<file path="config.mk">
export PLATFORM = sky130hd
export DESIGN_NAME = ccsu_top
export DESIGN_NICKNAME = d
export VERILOG_FILES = /design/src/pkg/ccsu_pkg.sv /design/src/pkg/ccsu_sb_if.sv /design/src/hw/ccsu_status_byte.sv /design/src/hw/ccsu_top.sv
export SDC_FILE = /design/constraint.sdc
export NUM_CORES = 1
export LEC_CHECK = 0
export BUFFER_PORTS_ARGS = -buffer_cell sky130_fd_sc_hd__clkbuf_2
export CELL_PAD_IN_SITES_DETAIL_PLACEMENT = 1
export CELL_PAD_IN_SITES_GLOBAL_PLACEMENT = 2
export CORE_UTILIZATION = 32
export DETAILED_ROUTE_END_ITERATION = 7
export PLACE_DENSITY_LB_ADDON = 0.1
export SETUP_SLACK_MARGIN = 0.3
export SYNTH_ARGS = -nofsm -noshare
export SYNTH_HDL_FRONTEND = slang
export SYNTH_SLANG_ARGS = --single-unit
</file>
<file path="constraint.sdc">
create_clock -name clk_sys -period 6.8 [get_ports clk_sys]
set_clock_uncertainty 0.05 [all_clocks]
set_input_delay 0.34 -clock clk_sys [delete_from_list [all_inputs] [get_ports clk_sys]]
set_output_delay 0.34 -clock clk_sys [all_outputs]
set_load 0.005 [all_outputs]
</file>
<file path="src/pkg/ccsu_pkg.sv">
`default_nettype none
package ccsu_pkg;
   // ==========================================
   // Status byte layout
   localparam int unsigned   BIT_QSB    = 3;
   localparam int unsigned   BIT_MAV    = 4;
   localparam int unsigned   BIT_ESB    = 5;
   localparam int unsigned   BIT_MSS    = 6;
   localparam int unsigned   BIT_OSB    = 7;
   localparam logic [7:0]    STB_USED   = 8'hB8;
   localparam logic [7:0]    SRE_USED   = 8'hB8;
   localparam logic [7:0]    SRE_RESET  = 8'h00;
   localparam logic [7:0]    STB_RESET  = 8'h00;
   // ==========================================
   // Nonvolatile register numbers
   localparam logic [7:0]    NV_AUTO    = 8'h00;
   localparam logic [7:0]    NV_SAV_MIN = 8'h01;
   localparam logic [7:0]    NV_MAX     = 8'h14;
   // ==========================================
   // Error codes, two's complement
   localparam logic [15:0]   ERR_TRIG   = 16'hFF20;
   localparam logic [15:0]   ERR_RANGE  = 16'hFF22;
   localparam logic [15:0]   ERR_STEST  = 16'hFEB6;
   localparam logic [15:0]   ERR_QUERY  = 16'hFE48;
   // ==========================================
   // ASCII
   localparam logic [7:0]    A_ZERO     = 8'h30;
   localparam logic [7:0]    A_ONE      = 8'h31;
   localparam logic [7:0]    A_THREE    = 8'h33;
   localparam logic [7:0]    A_COMMA    = 8'h2C;
   localparam logic [7:0]    A_NL       = 8'h0A;
   localparam logic [3:0]    REP_DEPTH  = 4'h8;
   // ==========================================
   // Commands from the parser
   typedef enum logic [3:0] {
      C_OPCQ = 4'h0, C_OPC  = 4'h1, C_OPTQ = 4'h2, C_PMC  = 4'h3,
      C_RCL  = 4'h4, C_RST  = 4'h5, C_SAV  = 4'h6, C_SREW = 4'h7,
      C_SREQ = 4'h8, C_STBQ = 4'h9, C_TRG  = 4'hA, C_GET  = 4'hB,
      C_TSTQ = 4'hC, C_DDT  = 4'hD, C_EMC  = 4'hE, C_NOP  = 4'hF
   } ccsu_cmd_t;
   // Device trigger actions; codes above T_NONE are illegal
   typedef enum logic [1:0] {
      T_INIT = 2'h0, T_READ = 2'h1, T_FETCH = 2'h2, T_NONE = 2'h3
   } ccsu_trg_t;
   localparam logic [7:0]    TRG_MAX    = 8'h03;
   // Timebase strap: 0 none, 1 medium, 2 or 3 high
   localparam logic [1:0]    TB_NONE    = 2'h0;
   localparam logic [1:0]    TB_MED     = 2'h1;
   localparam logic [1:0]    RF_NONE    = 2'h0;
   typedef enum logic [5:0] {
      S_IDLE = 6'h01, S_OPCQ = 6'h02, S_SEND = 6'h04,
      S_TST  = 6'h08, S_RSAV = 6'h10, S_NVW  = 6'h20
   } ccsu_state_t;
endpackage
`default_nettype wire

</file>
<file path="src/pkg/ccsu_sb_if.sv">
`default_nettype none
interface ccsu_sb_if;
   logic [7:0] service_request_enable_mask;
   logic       qsb;
   logic       message_available_bit;
   logic       event_summary_bit;
   logic       osb;
   logic [7:0] stb;
   logic [7:0] spoll;
   logic       srq;
   modport ctl (output service_request_enable_mask, output qsb, output message_available_bit, output event_summary_bit, output osb,
                input stb, input spoll, input srq);
   modport sb  (input service_request_enable_mask, input qsb, input message_available_bit, input event_summary_bit, input osb,
                output stb, output spoll, output srq);
endinterface
`default_nettype wire

</file>
<file path="src/hw/ccsu_status_byte.sv">
`default_nettype none
module ccsu_status_byte
   import ccsu_pkg::*;
(
   input  wire logic clk_sys,
   input  wire logic rst,
   ccsu_sb_if.sb     sb
);
   typedef struct packed {
      logic [7:0] stb;
      logic [7:0] spoll;
      logic       srq;
   } ccsu_sbs_t;

   ccsu_sbs_t  s_r;
   ccsu_sbs_t  s_nxt;
   logic [7:0] raw;
   logic       master_summary_bit;

   // ==========================================
   // Summary and request
   always_comb begin
      raw = '0;
      raw[BIT_QSB] = sb.qsb;
      raw[BIT_MAV] = sb.message_available_bit;
      raw[BIT_ESB] = sb.event_summary_bit;
      raw[BIT_OSB] = sb.osb;
      master_summary_bit = |(raw & sb.service_request_enable_mask & STB_USED);
      s_nxt = s_r;
      s_nxt.stb = raw;
      s_nxt.stb[BIT_MSS] = master_summary_bit;
      s_nxt.srq = master_summary_bit;
      s_nxt.spoll = raw;
      s_nxt.spoll[BIT_MSS] = master_summary_bit;
   end

   always_ff @(posedge clk_sys) begin
      if (rst) begin
         s_r <= '{stb: STB_RESET, spoll: STB_RESET, srq: 1'b0};
      end else begin
         s_r <= s_nxt;
      end
   end

   assign sb.stb   = s_r.stb;
   assign sb.spoll = s_r.spoll;
   assign sb.srq   = s_r.srq;
endmodule
`default_nettype wire

</file>
<file path="src/hw/ccsu_top.sv">
`default_nettype none
module ccsu_top
   import ccsu_pkg::*;
(
   input  wire logic               clk_sys,
   input  wire logic               rst,
   input  wire logic               dev_clr,
   input  wire logic               cmd_valid,
   input  wire ccsu_pkg::ccsu_cmd_t cmd_code,
   input  wire logic [7:0]         cmd_arg,
   input  wire logic               cmd_last,
   output logic                    cmd_ready,
   input  wire logic               meas_busy,
   output logic [7:0]              oq_data,
   output logic                    oq_valid,
   output logic                    oq_eoi,
   input  wire logic               oq_ready,
   output logic                    err_valid,
   output logic [15:0]             err_code,
   output logic                    esr_opc_set,
   input  wire logic               qsb,
   input  wire logic               event_summary_bit,
   input  wire logic               osb,
   output logic [7:0]              service_request_enable_mask,
   output logic [7:0]              stb,
   output logic [7:0]              spoll_byte,
   output logic                    srq,
   output logic                    macro_en,
   output logic                    macro_purge,
   output logic                    settings_rst,
   output logic                    keyq_clr,
   output logic                    trg_init,
   output logic                    trg_read,
   output logic                    trg_fetch,
   output logic                    nv_save,
   output logic                    nv_recall,
   output logic [7:0]              nv_reg,
   input  wire logic               nv_done,
   output logic                    st_start,
   input  wire logic               st_done,
   input  wire logic               st_fail,
   input  wire logic [1:0]         opt_tb_pin,
   input  wire logic [1:0]         opt_rf_pin
);
   import ccsu_pkg::*;

   typedef struct packed {
      ccsu_state_t     st;
      logic            busy_prev;
      logic            opc_arm;
      logic            macro_en;
      ccsu_trg_t       trg_def;
      logic [7:0]      service_request_enable_mask;
      logic [7:0][7:0] rep;
      logic [3:0]      rep_len;
      logic [3:0]      rep_idx;
      logic [7:0]      oq_data;
      logic            oq_valid;
      logic            oq_eoi;
      logic            err_valid;
      logic [15:0]     err_code;
      logic            opc_set;
      logic            purge;
      logic            set_rst;
      logic            keyq_clr;
      logic            t_init;
      logic            t_read;
      logic            t_fetch;
      logic            nv_save;
      logic            nv_recall;
      logic [7:0]      nv_reg;
      logic [7:0]      rcl_reg;
      logic            st_start;
      logic            rdy;
      logic [3:0]      opt_s1;
      logic [3:0]      opt_s2;
   } ccsu_top_s_t;

   ccsu_top_s_t s_r;
   ccsu_top_s_t s_nxt;
   logic        acc;
   logic        fall;
   logic        fire;
   logic [3:0]  k;
   logic [7:0]  v;
   logic [1:0]  tb;
   logic [1:0]  rf;

   ccsu_sb_if sbi ();

   ccsu_status_byte u_sb (
      .clk_sys (clk_sys),
      .rst     (rst),
      .sb      (sbi.sb)
   );

   assign sbi.service_request_enable_mask = s_r.service_request_enable_mask;
   assign sbi.qsb = qsb;
   assign sbi.event_summary_bit = event_summary_bit;
   assign sbi.osb = osb;
   // Unread byte on the port or still buffered
   assign sbi.message_available_bit = s_r.oq_valid | (s_r.st == S_SEND);

   // ==========================================
   // Next state
   always_comb begin
      k    = '0;
      v    = '0;
      tb   = s_r.opt_s2[1:0];
      rf   = s_r.opt_s2[3:2];
      acc  = cmd_valid & s_r.rdy & ~dev_clr;
      fall = s_r.busy_prev & ~meas_busy;
      fire = 1'b0;
      s_nxt = s_r;
      s_nxt.busy_prev = meas_busy;
      s_nxt.opt_s1    = {opt_rf_pin, opt_tb_pin};
      s_nxt.opt_s2    = s_r.opt_s1;
      s_nxt.err_valid = 1'b0;
      s_nxt.opc_set   = 1'b0;
      s_nxt.purge     = 1'b0;
      s_nxt.set_rst   = 1'b0;
      s_nxt.keyq_clr  = 1'b0;
      s_nxt.t_init    = 1'b0;
      s_nxt.t_read    = 1'b0;
      s_nxt.t_fetch   = 1'b0;
      s_nxt.nv_save   = 1'b0;
      s_nxt.nv_recall = 1'b0;
      s_nxt.st_start  = 1'b0;
      if (s_r.oq_valid && oq_ready) begin
         s_nxt.oq_valid = 1'b0;
      end
      if (s_r.opc_arm && fall) begin
         s_nxt.opc_set = 1'b1;
         s_nxt.opc_arm = 1'b0;
      end

      unique case (s_r.st)
         S_IDLE: begin
            if (acc) begin
               unique case (cmd_code)
                  C_OPCQ: s_nxt.st = S_OPCQ;
                  C_OPC: s_nxt.opc_arm = 1'b1;
                  C_OPTQ: begin
                     s_nxt.rep[0] = A_ZERO;
                     k = 4'h1;
                     if (tb != TB_NONE) begin
                        s_nxt.rep[1] = (tb == TB_MED) ? A_ZERO : A_ONE;
                        s_nxt.rep[2] = (tb == TB_MED) ? A_ONE : A_ZERO;
                        k = 4'h3;
                     end
                     s_nxt.rep[k[2:0]] = A_COMMA;
                     s_nxt.rep[k[2:0] + 3'h1] = A_ZERO;
                     k = k + 4'h2;
                     if (rf != RF_NONE) begin
                        s_nxt.rep[k[2:0] - 3'h1] = A_ZERO;
                        s_nxt.rep[k[2:0]] = A_THREE;
                        s_nxt.rep[k[2:0] + 3'h1] = A_ZERO;
                        k = k + 4'h2;
                     end
                     s_nxt.rep[k[2:0]] = A_NL;
                     s_nxt.rep_len = k + 4'h1;
                     s_nxt.rep_idx = '0;
                     s_nxt.st = S_SEND;
                     if (!cmd_last) begin
                        s_nxt.err_valid = 1'b1;
                        s_nxt.err_code  = ERR_QUERY;
                     end
                  end
                  C_PMC: s_nxt.purge = 1'b1;
                  C_RCL: begin
                     if (cmd_arg <= NV_MAX) begin
                        s_nxt.nv_save = 1'b1;
                        s_nxt.nv_reg  = NV_AUTO;
                        s_nxt.rcl_reg = cmd_arg;
                        s_nxt.st      = S_RSAV;
                     end else begin
                        s_nxt.err_valid = 1'b1;
                        s_nxt.err_code  = ERR_RANGE;
                     end
                  end
                  C_SAV: begin
                     if (cmd_arg >= NV_SAV_MIN && cmd_arg <= NV_MAX) begin
                        s_nxt.nv_save = 1'b1;
                        s_nxt.nv_reg  = cmd_arg;
                        s_nxt.st      = S_NVW;
                     end else begin
                        s_nxt.err_valid = 1'b1;
                        s_nxt.err_code  = ERR_RANGE;
                     end
                  end
                  C_RST: begin
                     // Mask, output queue and holdoffs outside this set stay put
                     s_nxt.set_rst  = 1'b1;
                     s_nxt.macro_en = 1'b0;
                     s_nxt.opc_arm  = 1'b0;
                     s_nxt.keyq_clr = 1'b1;
                     s_nxt.trg_def  = T_INIT;
                  end
                  C_SREW: s_nxt.service_request_enable_mask = cmd_arg & SRE_USED;
                  C_SREQ, C_STBQ: begin
                     // Reads only the registered byte; no side effects
                     v = (cmd_code == C_SREQ) ? s_r.service_request_enable_mask : sbi.stb;
                     s_nxt.rep[0] = A_ZERO + 8'(v / 8'h64);
                     s_nxt.rep[1] = A_ZERO + 8'((v / 8'h0A) % 8'h0A);
                     s_nxt.rep[2] = A_ZERO + 8'(v % 8'h0A);
                     s_nxt.rep[3] = A_NL;
                     s_nxt.rep_len = 4'h4;
                     s_nxt.rep_idx = (v >= 8'h64) ? 4'h0 : (v >= 8'h0A) ? 4'h1 : 4'h2;
                     s_nxt.st = S_SEND;
                  end
                  C_TRG, C_GET: fire = 1'b1;
                  C_TSTQ: begin
                     s_nxt.st_start = 1'b1;
                     s_nxt.st = S_TST;
                  end
                  C_DDT: begin
                     if (cmd_arg <= TRG_MAX) begin
                        s_nxt.trg_def = ccsu_trg_t'(cmd_arg[1:0]);
                     end else begin
                        s_nxt.err_valid = 1'b1;
                        s_nxt.err_code  = ERR_TRIG;
                     end
                  end
                  C_EMC: s_nxt.macro_en = |cmd_arg;
                  C_NOP: ;
               endcase
            end
         end
         S_OPCQ: begin
            // Only a falling edge of meas_busy, device clear (below) or power-on leaves here
            if (fall) begin
               s_nxt.rep[0]  = A_ONE;
               s_nxt.rep[1]  = A_NL;
               s_nxt.rep_len = 4'h2;
               s_nxt.rep_idx = '0;
               s_nxt.st      = S_SEND;
            end
         end
         S_SEND: begin
            if (!s_r.oq_valid || oq_ready) begin
               s_nxt.oq_data  = s_r.rep[s_r.rep_idx[2:0]];
               s_nxt.oq_valid = 1'b1;
               s_nxt.oq_eoi   = (s_r.rep_idx == s_r.rep_len - 4'h1);
               s_nxt.rep_idx  = s_r.rep_idx + 4'h1;
               if (s_r.rep_idx == s_r.rep_len - 4'h1) begin
                  s_nxt.st = S_IDLE;
               end
            end
         end
         S_TST: begin
            if (st_done) begin
               s_nxt.rep[0]  = st_fail ? A_ONE : A_ZERO;
               s_nxt.rep[1]  = A_NL;
               s_nxt.rep_len = 4'h2;
               s_nxt.rep_idx = '0;
               s_nxt.st      = S_SEND;
               if (st_fail) begin
                  s_nxt.err_valid = 1'b1;
                  s_nxt.err_code  = ERR_STEST;
               end
            end
         end
         S_RSAV: begin
            if (nv_done) begin
               s_nxt.nv_recall = 1'b1;
               s_nxt.nv_reg    = s_r.rcl_reg;
               s_nxt.st        = S_NVW;
            end
         end
         S_NVW: begin
            if (nv_done) begin
               s_nxt.st = S_IDLE;
            end
         end
         default: s_nxt.st = S_IDLE;
      endcase

      if (fire) begin
         unique case (s_r.trg_def)
            T_INIT: s_nxt.t_init = 1'b1;
            T_READ: s_nxt.t_read = 1'b1;
            T_FETCH: s_nxt.t_fetch = 1'b1;
            T_NONE: ;
         endcase
      end
      if (dev_clr) begin
         s_nxt.st       = S_IDLE;
         s_nxt.opc_arm  = 1'b0;
         s_nxt.oq_valid = 1'b0;
      end
      s_nxt.rdy = (s_nxt.st == S_IDLE);
   end

   // ==========================================
   // State register
   always_ff @(posedge clk_sys) begin
      if (rst) begin
         s_r          <= '0;
         s_r.st       <= S_IDLE;
         s_r.trg_def  <= T_INIT;
         s_r.service_request_enable_mask      <= SRE_RESET;
         s_r.rep_len  <= REP_DEPTH;
         s_r.rdy      <= 1'b1;
      end else begin
         s_r <= s_nxt;
      end
   end

   assign cmd_ready    = s_r.rdy;
   assign oq_data      = s_r.oq_data;
   assign oq_valid     = s_r.oq_valid;
   assign oq_eoi       = s_r.oq_eoi;
   assign err_valid    = s_r.err_valid;
   assign err_code     = s_r.err_code;
   assign esr_opc_set  = s_r.opc_set;
   assign service_request_enable_mask          = s_r.service_request_enable_mask;
   assign stb          = sbi.stb;
   assign spoll_byte   = sbi.spoll;
   assign srq          = sbi.srq;
   assign macro_en     = s_r.macro_en;
   assign macro_purge  = s_r.purge;
   assign settings_rst = s_r.set_rst;
   assign keyq_clr     = s_r.keyq_clr;
   assign trg_init     = s_r.t_init;
   assign trg_read     = s_r.t_read;
   assign trg_fetch    = s_r.t_fetch;
   assign nv_save      = s_r.nv_save;
   assign nv_recall    = s_r.nv_recall;
   assign nv_reg       = s_r.nv_reg;
   assign st_start     = s_r.st_start;
endmodule
`default_nettype wire

</file>
==> metrics.md, run 1 <==
| Metric | Value |
|---|---|
| CP Capture Type | flop |
| Worst skew pair latency | 0.43 ns |
| Max VDD drop | 0.156 mV |
| Routed Antenna Nets | 0 |
| Slowest stage delay, CP | 0.66 ns |
| HPWL Detailed | 17.9 mm |
| Critical-path maximum fanout | 6 |
| Clock slew at reported path FFs | 0.07 ns |
| Filler cell count | 2,783 |
| Adder-cell share of the synthesized area | 0.0323 |
| Core area | 23,500 µm² |
| Largest family of logic cells by synthesized area | simple AND/OR/NAND/NOR gates |
| Fmax | 164 MHz |
| Simple-gate share of the synthesized area | 0.233 |
| Slowest CP cell | or4b_4 |
| Total track usage | 0.200 |
| Largest net degree at the start of global routing | 62 |
| Final nets | 1,003 |
| Synth Flop Type | dfxtp_1 |
| Req. time, crit path | 7.10 ns |
| Yosys warns | 0 |
| Root Buffer | clkbuf_16 |
| Run status | completed |
| CP Launch Type | input pin |
| GR Overflow Total | 0 |
| Setup Crit Path Kind | input pin to flop |
| Overall die area | 24,600 µm² |
| Slew margin rel. | 0.304 |
| Area post-placement | 8210 µm² |
| Max Cap Violations | 0 |
| Mux contribution to synthesized area | 0.0914 |
| Hold Buf Count CTS | 0 |
| Initial Utilization | 0.327 |
| Fin. Hold Viols | 0 |
| Initial antenna violation count | 0 |
| Post-route insts no fill | 1,287 |
| Worst Tran Pin Value | 1.04 ns |
| XOR/XNOR share of the synthesized area | 0.0124 |
| Number of synthesized flops with an enable pin | 0 |
| Synth-to-Final Area Change | 15.0% |
| Metal2 WL | 11.1 mm |
| DRT iter0 DRCs | 309 |
| Total wire length | 23.7 mm |
| PD cells | 220 nW/µm² |
| Max FFs per register | 86 |
| RSZ-0062 raised after global routing | false |
| Max Used Layer | met4 |
| GPL Wtd Cong | 0.802 |
| Die Wd | 157 µm |
| M1 WL | 11.6 mm |
| Cell Rows | 56 |
| Pins Over Slew Limit | 0 |
| Mapped Cells | 905 |
| P_leak | 3.44 nW |
| TritonCTS clock tree | done |
| Post-Place Setup Slack | 0.0657 ns |
| DR vias/cell | 5.21 |
| Share of flip-flops with an asynchronous set or reset | 0 |
| Cell Area, Synth | 7680 µm² |
| Die Y | 157 µm |
| H-tree depth | 4 |
| Worst hold path class | input pin to flop |
| Minimum clock period | 6.08 ns |
| Io pins | 101 |
| Final setup TNS | 0 ns |
| Inserted Clock Buffers | 17 |
| Synth unique cells | 89 |
| Vias in the first global route | 6,840 |
| Setup WS post-layout | 0.717 ns |
| Placed Cells | 1,252 |
| Cell area after layout | 8830 µm² |
| Antenna diode count | 0 |
| Setup Viol. Count Final | 0 |
| Worst-case clock buffer depth | 2 |
| Period utilisation layout | 0.895 |
| FF+latch area | 2740 µm² |
| Synth Area in Compound Gates | 0.187 |
| Pre-antenna DRT Iters | 4 |
| DRC violations left | 0 |
| Fraction of layout cells with a size suffix above 1 | 0.213 |
| Port bufs | 89 |
| Multi-input logic area | 4370 µm² |
| Synth Register Bits | 137 |
| First-pass GRT wire length | 38.1 mm |
| Mean post-synth cell area | 8.49 µm² |
| Sequential element share of the synthesized area | 0.357 |
| WL met3 | 637 µm |
| WP data arrival | 6.38 ns |
| DR vias | 6,699 |
| Drt wl/cell | 18.4 µm |
| Clock sink count | 137 |
[critical path: cells and delay by family]
kind,cells,cell delay (ns)
buffers and inverters,4,0.33
AOI/OAI and AO/OA,7,1.07
xor gates and xnor gates,1,0.17
muxes,2,0.51
adders and majority gates,5,1.48
and+or+nand+nor,9,2.50
[metal layers]
metal	track usage	vias up
met4	0.0621	0
met1	0.272	3298
met5	0	-
li1	-	3273
met2	0.328	107
met3	0.0262	21
[cells by family after synthesis]
group	Yosys count
simple gates	352
compound gates	217
flops	137
buf+inv	118
mux	50
fa+ha+maj	20
xor+xnor	10
other cells	1
[final timing paths]
path,startpoint,end,slack (ns),cells past startpoint
max reg2reg,u_sb.sb.spoll[6],s_r[83],0.84,27
max,cmd_code[2],s_r[83],0.72,28
min,opt_rf_pin[0],s_nxt[2],0.07,2
min reg2reg,s_nxt[3],rf[1],0.40,1
[through the flow]
step	hold slack (ns)	utilization	power (mW)
after floorplan	0.364	-	1.00
after global placement	0.377	0.350	1.07
after detailed placement	0.383	0.350	1.08
after global routing	0.0716	0.376	2.02
after CTS	0.0539	0.374	1.96
final	0.0684	0.376	1.94
[cell usage after synthesis (9+ instances only)]
| cell type | n | share of area |
|---|---|---|
| nand2_1 | 61 | 0.030 |
| mux4_2 | 12 | 0.035 |
| o21ai_1 | 10 | 0.0065 |
| o21ai_0 | 34 | 0.022 |
| nand2b_1 | 17 | 0.014 |
| dfxtp_1 | 137 | 0.36 |
| nand3_1 | 19 | 0.012 |
| nor3_1 | 27 | 0.018 |
| mux2i_1 | 27 | 0.035 |
| ha_1 | 19 | 0.031 |
| o21a_1 | 9 | 0.0088 |
| a21oi_1 | 75 | 0.049 |
| nand3b_1 | 9 | 0.0088 |
| and2_1 | 29 | 0.024 |
| nor2_1 | 112 | 0.055 |
| nor2b_1 | 25 | 0.020 |
| a22oi_1 | 11 | 0.011 |
| clkbuf_1 | 35 | 0.017 |
| buf_4 | 53 | 0.052 |
| inv_1 | 16 | 0.0078 |
[area by class of cell]
type                    count  share of cell area
well taps                 319              0.0452
clock buffers              18              0.0486
multi-input cells         660               0.495
repair buffers            120              0.0771
flip-flops and latches    137               0.311
inverters                  19             0.00836
clock inverters            14              0.0153
[placed cells by master, fill, tap and decap left out, types with 6 or more instances in the layout]
cell and count:
and2_1 29, nand3b_1 9, nor3_1 26, ha_1 17, nand2b_1 17, nor4_1 8
mux2_2 7, inv_1 16, a211oi_1 8, dfxtp_1 137, mux4_2 12, conb_1 11
nand2_1 61, mux2i_1 26, nor2b_1 25, nor3b_1 6, a31oi_1 6, a22oi_1 11
nand3_1 19, buf_4 32, clkbuf_2 88, clkbuf_16 17, o21a_1 9, a221oi_1 7
o211ai_1 6, nor2_1 111, o21ai_0 33, o21ai_1 10, a21oi_1 75
[report_power, final]
group	internal (mW)	switching, mW	leakage (nW)	total, mW
combinational	0.0936	0.148	2.06	0.242
clock	0.481	0.395	0.267	0.877
sequential	0.813	0.00780	1.11	0.821
[timing repair]
| item | in CTS | in global routing |
|---|---|---|
| endpoints found under the setup margin | 0 | 2 |
| setup buffers | 0 | 3 |
| gates resized for setup | 0 | 8 |
Note: power is estimated with default switching activity, not from simulation.
==> run 2, diff against run 1 <==
==> constraint.sdc (replaced) <==
create_clock -name clk_sys -period 5.3 [get_ports clk_sys]
set_clock_uncertainty 0.05 [all_clocks]
set_input_delay 1.06 -clock clk_sys [delete_from_list [all_inputs] [get_ports clk_sys]]
set_output_delay 1.06 -clock clk_sys [all_outputs]
set_load 0.005 [all_outputs]
==> run 2 against run 1 <==
  * The flow now finishes with violations (setup timing)
  * Sequential share of layout area down 3.1 points
  * Design area up 11%
  * Die area unchanged
  * Non-clock buffer count up 81
  * First-iteration DRC count down 17%
  * Flip-flop and latch count unchanged
  * Wire length up 6.9%
  * Via count up 6.6%
  * Global-route usage up 1.3 points
  * Power up 38%
  * Critical endpoint is now s_r[80]
  * Highest routed layer unchanged
==> metrics.md, run 2 (synthesis gave the netlist of run 1 again) <==
| Metric | Value |
|---|---|
| Run status | complete, but fails checks |
| Failing checks | setup timing |
| Inserted Clock Buffers | 17 (unchanged) |
| M1 WL | 11.8 mm (+1.7%) |
| Setup Crit Path Kind | input pin to flop |
| Core area | 23,500 µm² (unchanged) |
| Max Used Layer | met4 |
| CP Launch Type | input pin |
| Worst Tran Pin Value | 1.07 ns (+0.0335 ns) |
| Hold Path Origin | s_nxt[0] |
| Most Frequent Cell on Critical Path | mux2i_4 |
| Root Buffer | clkbuf_16 |
| Overall die area | 24,600 µm² (unchanged) |
| Minimum clock period | 6.10 ns |
| DRT iter0 DRCs | 258 (-17%) |
| Max VDD drop | 0.216 mV (+38%) |
| Final nets | 1,084 (+8.1%) |
| Worst skew pair latency | 0.43 ns (about the same) |
| Total track usage | 0.213 (+0.0129) |
| Worst Hold End | s_r[0] |
| CP Capture Type | flop |
| Commonest non-fill, non-tap cells in the layout | dfxtp_1 (137), buf_4 (107), nor2_1 (106) |
| Fin. Hold Viols | 0 (unchanged) |
| Req. time, crit path | 5.53 ns (-1.57 ns) |
| Hold Slack | 0.389 ns (+0.320 ns) |
| Routed Antenna Nets | 0 (unchanged) |
| Synth-to-Final Area Change | 27.5% |
| GPL Wtd Cong | 0.822 (+2.5%) |
| Initial Utilization | 0.327 (unchanged) |
| Clock sink count | 137 (unchanged) |
| Hold Path Depth | 1 (-1) |
| Total power | 2.68 mW (+38%) |
| Post-Place Setup Slack | -1.43 ns (-1.50 ns) |
| Pre-antenna DRT Iters | 5 (+1) |
| Worst hold path class | flop to flop |
| Max Cap Violations | 0 (unchanged) |
| GR Overflow Total | 0 (unchanged) |
| Hold Buf Count CTS | 0 (unchanged) |
| DR vias/cell | 5.22 (+0.29%) |
| Io pins | 101 (unchanged) |
| Max FFs per register | 86 (unchanged) |
| Clock slew at reported path FFs | 0.06 ns (about the same) |
| R2R Path Start | u_sb.sb.spoll[6] |
| DRC violations left | 0 (unchanged) |
| R2R Setup Slk | 0.19 ns (-0.65 ns) |
| Delay-heaviest family, CP | simple AND/OR/NAND/NOR gates |
| Fmax | 164 MHz |
| RSZ-0062 raised after global routing | true |
| Final core utilization | 0.417 (+0.0410) |
| Pins Over Slew Limit | 0 (unchanged) |
| Setup Viol. Count Final | 9 (+9) |
| P_leak | 3.90 nW (+13%) |
| DR vias | 7,141 (+6.6%) |
| HPWL Detailed | 19.1 mm (+6.4%) |
| Port bufs | 89 (unchanged) |
| Slew margin rel. | 0.286 (-0.0180) |
| Critical-path maximum fanout | 4 (-2) |
| Drt wl/cell | 18.5 µm (+0.55%) |
| Cell Rows | 56 (unchanged) |
| H-tree depth | 4 (unchanged) |
| Metal2 WL | 12.3 mm (+10%) |
| Slowest CP cell | or4b_4 |
| Most common cell after layout, fill and taps aside | dfxtp_1 |
| Initial antenna violation count | 1 (+1) |
| Slowest stage delay, CP | 0.64 ns (-0.02 ns) |
| Setup WS post-layout | -0.798 ns (-1.51 ns) |
| First-pass GRT wire length | 40.6 mm (+6.6%) |
| Placed Cells | 1,320 (+5.4%) |
| Vias in the first global route | 7,440 (+8.8%) |
| Antenna diode count | 0 (unchanged) |
| Fraction of layout cells with a size suffix above 1 | 0.310 (+0.0970) |
| WP data arrival | 6.33 ns (-0.05 ns) |
| Worst-case clock buffer depth | 2 (unchanged) |
| R2R depth | 29 (+7.4%) |
| Reg-to-reg critical path endpoint | s_r[80] |
| Buf/Inv on CP | 7 (+3) |
| WL met3 | 885 µm (+39%) |
| Post-route insts no fill | 1,368 (+6.3%) |
| Die Y | 157 µm (unchanged) |
| PD cells | 273 nW/µm² (+24%) |
| Die Wd | 157 µm (unchanged) |
| TritonCTS clock tree | done |
| Largest net degree at the start of global routing | 59 (-4.8%) |
| Total wire length | 25.4 mm (+6.9%) |
| Period utilisation layout | 1.15 |
-- run 2: area by class of cell --
type | instances | area [µm²]
fillers | 2745 | 13700
multi-input cells | 660 | 4670
flip-flops and latches | 137 | 2740
repair buffers | 201 | 1330
clock buffers | 19 | 443
well taps | 319 | 399
clock inverters | 13 | 129
inverters | 19 | 76.3
-- run 2: report_power, final --
group / leakage, nW / switching [mW] / internal (mW)
clock network: 0.287 / 0.497 / 0.672
logic: 2.50 / 0.240 / 0.215
registers: 1.11 / 0.00978 / 1.04
total: 3.90 / 0.746 / 1.93
-- run 2: per-stage QoR --
step	cell area (µm²)	setup TNS, ns
4_1_cts	9630	-5.15
3_3_place_gp	8870	-9.69
6_report	9790	-5.48
5_1_grt	9790	-7.27
2_1_floorplan	7910	-10.57
3_5_place_dp	8870	-11.73
-- run 2: repair_timing --
action,4_1_cts,5_1_grt
buffers inserted,9,7
setup endpoints to repair,15,15
pin swaps,22,18
resized for setup,25,21
-- run 2: worst max-delay path by stage --
stage | from | endpoint | slack [ns] | depth (start not counted)
2_1_floorplan | cmd_code[2] | s_r[84] | -1.44 | 28
3_3_place_gp | cmd_code[2] | s_r[84] | -1.25 | 28
3_5_place_dp | cmd_code[2] | s_r[84] | -1.43 | 28
4_1_cts | cmd_code[1] | s_r[84] | -0.77 | 28
5_1_grt | cmd_code[0] | s_r[83] | -1.00 | 28
6_report | cmd_code[0] | s_r[80] | -0.80 | 30
-- run 2: routing by layer --
layer / GRT usage / vias to the layer above
met4: 0.0649 / 0
met1: 0.282 / 3529
met2: 0.357 / 144
met3: 0.0311 / 28
met5: 0 / -
li1: - / 3440
-- run 2: worst register-to-register path: cells and delay by family, from the launching register on --
family | cells | cell delay (ns)
compound gates | 8 | 1.27
simple gates | 6 | 1.21
flops | 1 | 0.33
fa+ha+maj | 3 | 0.58
buf+inv | 8 | 0.78
xor+xnor | 1 | 0.21
mux | 3 | 0.56
==> run 3, diff against run 2 <==
Settings changed: CORE_UTILIZATION 32 to 31, SYNTH_HIERARCHICAL set to 1.
==> run 3 against run 2 <==
  * The flow now finishes without violations
  * Die area down 1.0%
  * Wire length is 5.2% lower
  * Flip-flop and latch count unchanged
  * Critical endpoint is now s_r[84]
==> metrics.md, run 3 <==
| Metric | Value |
|---|---|
| Period utilisation layout | 0.994 (-0.156) |
| Number of synthesized flops with an enable pin | 0 (unchanged) |
| Delay-heaviest family, CP | compound AO/OA/AOI/OAI gates |
| Worst skew pair latency | 0.42 ns (about the same) |
| Buf/Inv on CP | 3 (-4) |
| Synth Flop Type | dfxtp_1 |
| Die Wd | 156 µm (-0.53%) |
| Die Y | 156 µm (-0.53%) |
| Synth Register Bits | 137 (unchanged) |
| Worst Tran Pin Value | 1.14 ns (+0.0716 ns) |
| DRT iter0 DRCs | 300 (+16%) |
| Metal2 WL | 12.1 mm (-1.5%) |
| Req. time, crit path | 5.62 ns (+0.09 ns) |
| Fin. Hold Viols | 0 (unchanged) |
| DRC violations left | 0 (unchanged) |
| GR Overflow Total | 0 (unchanged) |
| Fmax | 190 MHz (+16%) |
| Top cells by count, synth | dfxtp_1 (137), nor2_1 (134), a21oi_1 (65) |
| M1 WL | 10.7 mm (-9.6%) |
| Most common cell after layout, fill and taps aside | dfxtp_1 |
| WL met3 | 878 µm (-0.79%) |
| Most numerous cell in the Yosys netlist | dfxtp_1 |
| Clk pwr share | 0.470 (+0.033) |
| Largest net degree at the start of global routing | 70 (+19%) |
| HPWL Detailed | 18.0 mm (-5.6%) |
| Routed Antenna Nets | 0 (unchanged) |
| Switching power | 718 µW (-3.8%) |
| GPL Wtd Cong | 0.807 (-1.8%) |
| Slowest stage delay, CP | 0.58 ns (-0.06 ns) |
| Initial antenna violation count | 0 (-1) |
| WP data arrival | 5.59 ns (-0.74 ns) |
| Fraction of layout cells with a size suffix above 1 | 0.268 (-0.0421) |
| Filler cell count | 2,831 (+3.1%) |
| TritonCTS clock tree | done |
| Pins Over Slew Limit | 0 (unchanged) |
| Max VDD drop | 0.175 mV (-19%) |
| First-pass GRT wire length | 38.5 mm (-5.3%) |
| Max Cap Violations | 0 (unchanged) |
| Critical-path cell list | buf_6 > or4b_4 > mux2_4 > inv_4 > ha_4 > o21ai_4 > a31o_4 > o22a_1 > o21ai_1 > a22oi_1 > o211ai_1 > or3_4 > clkinv_8 > a41oi_4 > ha_2 > nor3b_4 > or3_4 > o21ai_2 > a31oi_2 > ha_2 > nor2_1 > nand2_1 > mux2_4 > nand3_2 |
| Max Used Layer | met4 |
| Sw frac | 0.258 (-0.0210) |
| H-tree depth | 4 (unchanged) |
| Initial Utilization | 0.315 (-0.0127) |
| Cell Area, Synth | 7360 µm² (-4.2%) |
| DR vias/cell | 5.14 (-1.5%) |
| Vias in the first global route | 6,924 (-6.9%) |
| Root Buffer | clkbuf_16 |
| Final setup TNS | 0 ns (+5.48 ns) |
| RSZ-0062 raised after global routing | true |
| Antenna diode count | 0 (unchanged) |
| Gate power share | 0.146 (-0.024) |
| Port bufs | 89 (unchanged) |
| Max FFs per register | 86 (unchanged) |
| Overall die area | 24,400 µm² (-1.0%) |
| Slowest CP cell | or4b_4 |
| Total track usage | 0.204 (-0.00880) |
| Worst hold path class | flop to flop |
| Pre-antenna DRT Iters | 6 (+1) |
| Reg power frac | 0.384 (-0.009) |
| Total wire length | 24.0 mm (-5.2%) |
| Top cells by area, synth | dfxtp_1 (37%), nor2_1 (6.8%), buf_4 (5.6%), a21oi_1 (4.4%), mux4_2 (3.7%) |
| PD cells | 308 nW/µm² (+13%) |
| Final nets | 1,005 (-7.3%) |
| Area leader, netlist | dfxtp_1 |
| Minimum clock period | 5.27 ns (-0.828 ns) |
| Run status | completed |
| Slew margin rel. | 0.219 (-0.0664) |
| Commonest non-fill, non-tap cells in the layout | dfxtp_1 (137), nor2_1 (134), clkbuf_2 (87) |
| Setup Viol. Count Final | 0 (-9) |
| Worst-case clock buffer depth | 2 (unchanged) |
| Cell Rows | 56 (unchanged) |
| Top cell type's share of synthesized area | 0.373 (+0.0155) |
| Synth unique cells | 86 (-3.4%) |
| Hold Buf Count CTS | 0 (unchanged) |
| P_leak | 3.47 nW (-11%) |
| Clock slew at reported path FFs | 0.06 ns (about the same) |
| Inserted Clock Buffers | 17 (unchanged) |
| Synth-to-Final Area Change | 22.8% |
| Final core utilization | 0.386 (-0.0310) |
| Yosys warns | 6 (+6) |
| Cell Int Power | 2.07 mW (+7.1%) |
| FF+latch area | 2740 µm² (unchanged) |
| Io pins | 101 (unchanged) |
| DR vias | 6,652 (-6.8%) |
| Mean post-synth cell area | 8.38 µm² (-1.3%) |
| Setup Crit Path Kind | input pin to flop |
| CP Launch Type | input pin |
| Clock sink count | 137 (unchanged) |
| Sequential element share of the synthesized area | 0.373 (+0.0155) |
| Core area | 23,400 µm² (-0.30%) |
| Critical-path maximum fanout | 5 (+1) |
| Multi-input logic area | 4190 µm² (-10%) |
| CP Capture Type | flop |
| Mapped Cells | 879 (-2.9%) |
| Share of flip-flops with an asynchronous set or reset | 0 (unchanged) |
| Drt wl/cell | 18.6 µm (+0.23%) |
run 3: stage by stage:
step / instance area (µm²) / std cells / hold WS (ns) / worst slack [ns] / power [mW]
2_1_floorplan: 7530 / 888 / 0.364 / -0.410 / 1.34
3_3_place_gp: 8180 / 1251 / 0.379 / -0.291 / 1.46
3_5_place_dp: 8180 / 1251 / 0.382 / -0.609 / 1.47
4_1_cts: 8920 / 1291 / 0.397 / -0.0449 / 2.80
5_1_grt: 9040 / 1294 / 0.408 / -0.143 / 2.90
6_report: 9040 / 1294 / 0.392 / 0.0300 / 2.78
run 3: layout make-up:
cell class,count,share of cell area
multi-input cells,631,0.463
clock inverters,10,0.0212
inverters,21,0.0107
clock buffers,21,0.0498
flip-flops and latches,137,0.303
well taps,319,0.0442
repair buffers,155,0.107
run 3: timing repair:
item | in CTS | in global routing
setup endpoints to repair | 2 | 3
setup buffers | 9 | 3
pin swaps | 18 | 19
gates resized for setup | 10 | 16
run 3: final timing paths:
check / startpoint / to / slack, ns / cells past startpoint
max: cmd_code[1] / s_r[84] / 0.03 / 24
min: s_nxt[2] / rf[0] / 0.39 / 1
max reg2reg: u_sb/sb.spoll[3] / s_r[84] / 0.83 / 24
min reg2reg: s_nxt[2] / rf[0] / 0.39 / 1
run 3: cell families (layout without fill, tap and decap cells):
logic type	after synthesis	in the layout	synth area share
multiplexers	35	35	0.0702
other	2	11	0.00102
buffers and inverters	120	207	0.0933
adder cells (fa/ha/maj)	13	13	0.0221
XOR/XNOR	10	10	0.0119
flip-flops	137	137	0.373
AO/OA/AOI/OAI	193	193	0.178
AND/OR/NAND/NOR	369	369	0.251
run 3: power groups by stage:
stage	Clock (mW)	Sequential [mW]	Combinational [mW]
after floorplan	0	1.08	0.262
after global placement	0	1.09	0.372
after detailed placement	0	1.09	0.380
after CTS	1.34	1.07	0.391
after global routing	1.39	1.07	0.444
final	1.31	1.07	0.406
run 3: layer usage:
| metal | GRT usage | up-vias |
|---|---|---|
| met5 | 0 | - |
| met4 | 0.0584 | 0 |
| li1 | - | 3217 |
| met3 | 0.0406 | 22 |
| met2 | 0.354 | 121 |
| met1 | 0.256 | 3292 |
run 3: worst reg2reg max path, cell delays in order, from the launching register on:
cell	delay, ns
dfxtp_1	0.56
mux2_4	0.25
inv_4	0.04
ha_4	0.17
o21ai_4	0.13
nand2_4	0.11
a221oi_4	0.32
buf_4	0.16
buf_4	0.10
nor2_1	0.03
o21a_2	0.23
nor3_2	0.17
or3_4	0.21
clkinv_8	0.05
a41oi_4	0.21
ha_2	0.22
nor3b_4	0.05
or3_4	0.33
o21ai_2	0.16
a31oi_2	0.11
ha_2	0.24
nor2_1	0.10
nand2_1	0.07
mux2_4	0.31
nand3_2	0.06
